`src/hw/io_mux_pkg.sv`:
```
// constants shared by the i/o line function mux
// How it works
// RULE1: three controllers, each with up to 32 lines indexed by bit position.
// RULE2: each line routes function a or function b instead of general-purpose use.
// RULE3: lines resetting as general-purpose come up as inputs with pull-up on.
// RULE4: general-purpose reset lines read zero in peripheral-select status after reset.
// RULE5: lines resetting to a named function connect to it; status bit reads one.
// RULE6: lines resetting to a peripheral function also have pull-up enabled.
// RULE7: an output-only signal drives every line whose selection points to it.
// RULE8: every line of controller a resets in general-purpose mode.
package io_mux_pkg;
  localparam int NUM_CTRL = 3;
  localparam int NUM_LINES = 32;
  // reset peripheral-select status per controller; controller c lines 4,5,10 are address lines
  localparam logic [31:0] RST_PSEL_A = 32'h0000_0000;
  localparam logic [31:0] RST_PSEL_B = 32'h0000_0000;
  localparam logic [31:0] RST_PSEL_C = 32'h0000_0430;
  // reset function choice for peripheral-mode lines: 0 = function a
  localparam logic [31:0] RST_BSEL_A = 32'h0000_0000;
  localparam logic [31:0] RST_BSEL_B = 32'h0000_0000;
  localparam logic [31:0] RST_BSEL_C = 32'h0000_0000;
  localparam logic [31:0] RST_PULLUP = 32'hFFFF_FFFF;
endpackage

```
`src/hw/io_line_function_mux.sv`:
```
// pin multiplexer for three i/o controllers of up to 32 lines each
module io_line_function_mux (
  input  wire logic i_clk_sys,                                               // system clock
  input  wire logic i_rst_n,                                                 // sync reset, active low
  input  wire logic [io_mux_pkg::NUM_CTRL-1:0] i_cfg_we,                     // load selection for a controller
  input  wire logic [io_mux_pkg::NUM_CTRL*io_mux_pkg::NUM_LINES-1:0] i_psel, // new peripheral select
  input  wire logic [io_mux_pkg::NUM_CTRL*io_mux_pkg::NUM_LINES-1:0] i_bsel, // new a/b choice
  input  wire logic [io_mux_pkg::NUM_CTRL*io_mux_pkg::NUM_LINES-1:0] i_pullup, // new pull-up enables
  input  wire logic [io_mux_pkg::NUM_CTRL*io_mux_pkg::NUM_LINES-1:0] i_gpio_o,  // gpio output values
  input  wire logic [io_mux_pkg::NUM_CTRL*io_mux_pkg::NUM_LINES-1:0] i_gpio_oe, // gpio output enables
  input  wire logic [io_mux_pkg::NUM_CTRL*io_mux_pkg::NUM_LINES-1:0] i_a_o,     // function a outputs
  input  wire logic [io_mux_pkg::NUM_CTRL*io_mux_pkg::NUM_LINES-1:0] i_a_oe,    // function a enables
  input  wire logic [io_mux_pkg::NUM_CTRL*io_mux_pkg::NUM_LINES-1:0] i_b_o,     // function b outputs
  input  wire logic [io_mux_pkg::NUM_CTRL*io_mux_pkg::NUM_LINES-1:0] i_b_oe,    // function b enables
  input  wire logic [io_mux_pkg::NUM_CTRL*io_mux_pkg::NUM_LINES-1:0] i_pin_i,   // pin input levels
  output logic [io_mux_pkg::NUM_CTRL*io_mux_pkg::NUM_LINES-1:0] o_pin_o,        // pin output values
  output logic [io_mux_pkg::NUM_CTRL*io_mux_pkg::NUM_LINES-1:0] o_pin_oe,       // pin output enables
  output logic [io_mux_pkg::NUM_CTRL*io_mux_pkg::NUM_LINES-1:0] o_pullup,       // pull-up enables
  output logic [io_mux_pkg::NUM_CTRL*io_mux_pkg::NUM_LINES-1:0] o_peripheral_select_status, // 1: peripheral
  output logic [io_mux_pkg::NUM_CTRL*io_mux_pkg::NUM_LINES-1:0] o_func_select_b, // current a/b choice
  output logic [io_mux_pkg::NUM_CTRL*io_mux_pkg::NUM_LINES-1:0] o_a_i,          // pin level to function a
  output logic [io_mux_pkg::NUM_CTRL*io_mux_pkg::NUM_LINES-1:0] o_b_i,          // pin level to function b
  output logic [io_mux_pkg::NUM_CTRL*io_mux_pkg::NUM_LINES-1:0] o_gpio_i        // pin level to gpio
);
  import io_mux_pkg::*;

  localparam int W = NUM_CTRL * NUM_LINES;
  // controller a first, then b, then c; line n of controller k is bit k*32+n
  localparam logic [W-1:0] RST_PSEL = {RST_PSEL_C, RST_PSEL_B, RST_PSEL_A}; // RULE8
  localparam logic [W-1:0] RST_BSEL = {RST_BSEL_C, RST_BSEL_B, RST_BSEL_A};
  localparam logic [W-1:0] RST_PU = {RST_PULLUP, RST_PULLUP, RST_PULLUP};

  // who drives a line and whose input path hears it
  typedef enum logic [1:0] {
    OWNER_GPIO,
    OWNER_FUNC_A,
    OWNER_FUNC_B
  } line_owner_t;

  // a line is addressed by its controller and its bit position there
  function automatic int flat_index(input int ctrl, input int pos);
    return ctrl * NUM_LINES + pos; // RULE1
  endfunction

  // one controller's lines out of a flat vector
  function automatic logic [NUM_LINES-1:0] ctrl_slice(input logic [W-1:0] vec, input int ctrl);
    return vec[flat_index(ctrl, 0) +: NUM_LINES];
  endfunction

  // owner decode, shared by the input steering of every line
  function automatic line_owner_t owner_of(input logic psel, input logic bsel);
    line_owner_t own;
    if (!psel) begin
      own = OWNER_GPIO;
    end else if (bsel) begin
      own = OWNER_FUNC_B;
    end else begin
      own = OWNER_FUNC_A;
    end
    return own;
  endfunction

  // gpio may drive only once reset is released, so gpio-reset lines come up as inputs
  function automatic logic gpio_drive(input logic oe, input logic rst_n);
    return oe & rst_n;
  endfunction

  genvar c;
  genvar n;
  generate
    for (c = 0; c < NUM_CTRL; c++) begin : g_ctrl
      localparam int BASE = flat_index(c, 0);
      logic load;
      logic [NUM_LINES-1:0] psel_ff;
      logic [NUM_LINES-1:0] bsel_ff;
      logic [NUM_LINES-1:0] pullup_ff;

      // one strobe reloads all lines of its controller; the reset branch wins over it
      assign load = i_cfg_we[c];

      always_ff @(posedge i_clk_sys) begin
        if (!i_rst_n) begin
          psel_ff <= ctrl_slice(RST_PSEL, c); // RULE4 RULE5
        end else if (load) begin
          psel_ff <= ctrl_slice(i_psel, c); // RULE2
        end
      end

      always_ff @(posedge i_clk_sys) begin
        if (!i_rst_n) begin
          bsel_ff <= ctrl_slice(RST_BSEL, c); // RULE5
        end else if (load) begin
          bsel_ff <= ctrl_slice(i_bsel, c); // RULE2
        end
      end

      // pull-ups on for every line at reset, whatever its reset owner
      always_ff @(posedge i_clk_sys) begin
        if (!i_rst_n) begin
          pullup_ff <= ctrl_slice(RST_PU, c); // RULE3 RULE6
        end else if (load) begin
          pullup_ff <= ctrl_slice(i_pullup, c);
        end
      end

      assign o_peripheral_select_status[BASE +: NUM_LINES] = psel_ff; // RULE4
      assign o_func_select_b[BASE +: NUM_LINES] = bsel_ff;
      assign o_pullup[BASE +: NUM_LINES] = pullup_ff;

      for (n = 0; n < NUM_LINES; n++) begin : g_line
        localparam int B = flat_index(c, n);
        line_owner_t own;
        logic gpio_oe;
        logic a_in;
        logic b_in;

        assign own = owner_of(psel_ff[n], bsel_ff[n]);
        assign gpio_oe = gpio_drive(i_gpio_oe[B], i_rst_n); // RULE3

        // a duplicated output-only function simply has its source fanned to several lines
        io_line_cell u_cell (
          .i_psel(psel_ff[n]),
          .i_bsel(bsel_ff[n]),
          .i_gpio_o(i_gpio_o[B]),
          .i_gpio_oe(gpio_oe),
          .i_a_o(i_a_o[B]),
          .i_a_oe(i_a_oe[B]),
          .i_b_o(i_b_o[B]),
          .i_b_oe(i_b_oe[B]),
          .o_pin_o(o_pin_o[B]), // RULE7
          .o_pin_oe(o_pin_oe[B])
        );

        // input paths of functions that do not own the line idle high
        always_comb begin
          a_in = 1'b1;
          b_in = 1'b1;
          case (own)
            OWNER_FUNC_A: begin
              a_in = i_pin_i[B]; // RULE2
            end
            OWNER_FUNC_B: begin
              b_in = i_pin_i[B]; // RULE2
            end
            default: begin
              a_in = 1'b1;
              b_in = 1'b1;
            end
          endcase
        end

        assign o_a_i[B] = a_in;
        assign o_b_i[B] = b_in;
        assign o_gpio_i[B] = i_pin_i[B];
      end
    end
  endgenerate
endmodule

```
`src/hw/io_line_cell.sv`:
```
// one i/o line: selects gpio, function a or function b onto the pin
module io_line_cell (
  input  wire logic i_psel,    // 1: peripheral owns the line
  input  wire logic i_bsel,    // 1: function b, 0: function a
  input  wire logic i_gpio_o,  // gpio output value
  input  wire logic i_gpio_oe, // gpio output enable
  input  wire logic i_a_o,     // function a output
  input  wire logic i_a_oe,    // function a output enable
  input  wire logic i_b_o,     // function b output
  input  wire logic i_b_oe,    // function b output enable
  output logic o_pin_o,        // pin output value
  output logic o_pin_oe        // pin output enable
);
  always_comb begin
    if (!i_psel) begin
      o_pin_o = i_gpio_o;
      o_pin_oe = i_gpio_oe;
    end else if (i_bsel) begin
      o_pin_o = i_b_o; // RULE2
      o_pin_oe = i_b_oe;
    end else begin
      o_pin_o = i_a_o; // RULE2
      o_pin_oe = i_a_oe;
    end
  end
endmodule

```
`config.mk`:
```
export PLATFORM = sky130hd
export DESIGN_NAME = io_line_function_mux
export DESIGN_NICKNAME = d
export VERILOG_FILES = /design/src/hw/io_mux_pkg.sv /design/src/hw/io_line_function_mux.sv /design/src/hw/io_line_cell.sv
export SDC_FILE = /design/constraint.sdc
export NUM_CORES = 1
export LEC_CHECK = 0
export BUFFER_PORTS_ARGS = -buffer_cell sky130_fd_sc_hd__buf_2
export CORE_AREA = 2 2 674 676
export CTS_CLUSTER_SIZE = 30
export DETAILED_ROUTE_END_ITERATION = 8
export DIE_AREA = 0 0 676 678
export PLACE_DENSITY = 0.3
export SETUP_SLACK_MARGIN = 0.1
export SYNTH_ARGS = -nofsm -noshare
export SYNTH_HDL_FRONTEND = slang
export SYNTH_SLANG_ARGS = --single-unit
export TNS_END_PERCENT = 100
```
`constraint.sdc`:
```
create_clock -name i_clk_sys -period 1.4 [get_ports i_clk_sys]
set_input_delay 0.21 -clock i_clk_sys [delete_from_list [all_inputs] [get_ports i_clk_sys]]
set_output_delay 0.21 -clock i_clk_sys [all_outputs]
set_load 0.1 [all_outputs]
```
==> impl_metrics.py <==
metrics = {
    "cts": {
        "tritoncts": "yes",
        "cts_made_buffers": 49,
        "clk_latency_ps": 720,
        "cts.sinks": 288,
        "clk_pin_slew_ps": 60,
        "clock_tree.htree_level_count": 2,
        "cts_root_buffer": "clkbuf_16",
        "cts_buffer_depth": 3,
    },
    "global_routing": {
        "grt_pass1_wl_um": 408000,
        "grt_pass1_vias": 28100,
        "grt_max_degree": 45,
        "grt-ovfl-total": 0,
        "grtUsageTotal_pct": 14.5,
        "antenna_found_initial": 120,
    },
    "power": {
        "clockPowerShare_pct": 26.1,
        "p_int_mw": 27.8,
        "p_per_area_nw_per_um2": 850,
        "switching_power_mw": 25.0,
        "power_frac_comb_pct": 56.1,
        "swShare_pct": 47.3,
        "p_leak_nw": 25.7,
        "ir_drop_mv": 1.03,
        "design_power_total_mw": 52.8,
        "seqPwrFrac_pct": 17.8,
    },
    "critical_path": {
        "crit_chain": "mux2i_1 -> buf_4 -> mux2i_4 -> buf_6 -> buf_12",
        "worst_ep_required_time_ps": 1190,
        "cpMaxStageDelayCell": "mux2i_4",
        "critPathMaxFanout": 2,
        "ff2ff_path_depth": 4,
        "slowest_delay_ps": 370,
        "worstPathArrival_ps": 2090,
        "cp-end-kind": "output port",
        "crit_type": "flop to output port",
        "critPathLaunchType": "flop",
    },
    "die": {
        "die-area_um2": 458000,
        "core_area_um2": 451000,
        "row_count": 247,
        "start_util_pct": 4.75,
        "die_x_um": 676,
        "ios": 1733,
        "die_h_um": 678,
    },
    "run": {
        "cap_violations": 0,
    },
    "sta": {
        "hold_viol": 0,
        "setup_viol": 685,
        "worst_slew_pin_slew_ps": 1030,
        "fmax_mhz": 434,
        "maxSlewViolCount": 0,
        "skew_ps": 0,
        "rsz0062_at_grt": "true",
        "maxSlewHeadroom_pct": 31.0,
        "setup-tns-final_ps": -317330,
        "timing.final.crit_share_pct": 165,
        "finalCriticalPeriod_ps": 2300,
        "setup_ws_ps": -904,
    },
    "min_path": {
        "worstHoldPathCells": 4,
        "hold_class": "input pin to flop",
    },
    "final_layout": {
        "mostFrequentLayoutCells": "buf_2 (981), buf_12 (880), buf_4 (371)",
        "n_fill_cell": 51200,
        "final_cell_area_um2": 62200,
        "layout-drive-gt1-share_pct": 70.4,
        "final_common_cell": "buf_2",
        "syn_to_final_growth_pct": 191,
        "final_nets": 5599,
        "final_util_pct": 13.8,
    },
    "synth": {
        "syn_nets": 3345,
        "syn_area_um2": 21400,
        "ys_types": 14,
        "avgSynthCellArea_um2": 9.00,
        "synth_cells": 2380,
        "yosys_register_bits": 288,
        "synth_warnings": 0,
        "yosysSeqAreaShare_pct": 26.9,
    },
    "detailed_routing": {
        "drt_iter0_drc": 1375,
        "via_per_inst": 2.53,
        "routedWlPerCell_um": 32.4,
        "ant_nets": 0,
        "via_count": 27000,
        "drc_errors": 0,
        "wirelength_um": 346000,
        "drtPass1Iterations": 5,
    },
    "placement": {
        "dp_hpwl_um": 318000,
        "place_worst_setup_slack_ps": -1080,
        "gp_congestion": 0.925,
        "port_buffers": 1732,
        "placed_area_um2": 48400,
    },
    "run_status": {
        "status": "complete, but fails checks",
        "violations": "negative setup slack",
    },
}
power by group through the flow:
stage / Sequential, mW / Clock, mW / Combinational, mW
after floorplan: 10.6 / 0 / 11.9
after global placement: 9.57 / 0 / 26.2
after detailed placement: 9.56 / 0 / 26.1
after CTS: 9.43 / 14.5 / 29.8
after global routing: 9.46 / 14.6 / 30.7
final: 9.40 / 13.8 / 29.7
worst paths after layout:
| path | startpoint | endpoint | slack (ps) |
|---|---|---|---|
| hold reg to reg | g_ctrl[2].pullup_ff[23] | g_ctrl[2].pullup_ff[23] | 470 |
| setup / recovery | g_ctrl[1].bsel_ff[22] | o_pin_oe[54] | -900 |
| hold / removal | i_rst_n | g_ctrl[1].pullup_ff[25] | 90 |
| setup reg to reg | g_ctrl[1].bsel_ff[27] | g_ctrl[1].bsel_ff[27] | 70 |
area by class of cell:
type                            count  area, µm²  share of cell area [%]
Antenna cell                       21       52.6                  0.0845
Sequential cell                   288       6270                    10.1
Clock buffer                       71       1440                    2.31
Timing Repair Buffer             2951      33600                    54.0
Tap cell                         5976       7480                    12.0
Clock inverter                     18        262                   0.420
Multi-Input combinational cell   1344      13100                    21.1
synthesized netlist by cell type:
library cell | instances | share of area, %
buf_4 | 699 | 25
mux2i_1 | 576 | 27
dfxtp_1 | 288 | 27
nand2_1 | 195 | 3.4
nor2b_1 | 189 | 5.5
a21oi_1 | 96 | 2.2
nand3b_1 | 96 | 3.4
nor2_1 | 96 | 1.7
or3b_2 | 96 | 3.9
clkbuf_1 | 25 | 0.44
buf_6 | 12 | 0.63
buf_2 | 6 | 0.14
buf_1 | 3 | 0.053
buf_8 | 3 | 0.21
routing by layer:
| layer | global-route usage, % | share of wire, % | wire [µm] | up-vias |
|---|---|---|---|---|
| li1 | - | - | - | 11900 |
| met1 | 15.7 | 37 | 127000 | 13300 |
| met2 | 24.9 | 48 | 165000 | 1402 |
| met3 | 7.80 | 13 | 44600 | 285 |
| met4 | 3.16 | 2.8 | 9530 | 36 |
| met5 | 0 | 0.070 | 241 | - |
timing repair:
action                     4_1_cts  5_1_grt
pin swaps                      205       76
gates resized for setup       1535      186
hold buffers                   323        0
hold endpoints to repair       288        0
buffers inserted               196      116
setup endpoints to repair      673      691
flip-flops by register name, summed over array words and instances (netlist names):
signal	cells
g_ctrl.bsel_ff	96
g_ctrl.psel_ff	96
g_ctrl.pullup_ff	96
stage by stage:
step	std cells	hold WS [ps]
global placement	9989	426
finish	10700	92.8
CTS	10600	0.789
detailed placement	9991	428
global route	10700	44.0
floorplan	2380	337
cells by family (layout without fill, tap and decap cells):
kind of cell    Yosys count  count (layout)  share of synthesized area (%)
other cells               0              21                              0
compound gates           96              96                           2.24
simple gates            672             672                           17.9
buf+inv                 748            3040                           26.0
mux                     576             576                           26.9
flops                   288             288                           26.9
worst max-delay path, delay by kind of cell (launching register included):
kind	cells	cell delay [ps]
flops	1	330
buf+inv	3	500
mux	2	520
No activity file was read; power rests on OpenSTA's default activity.
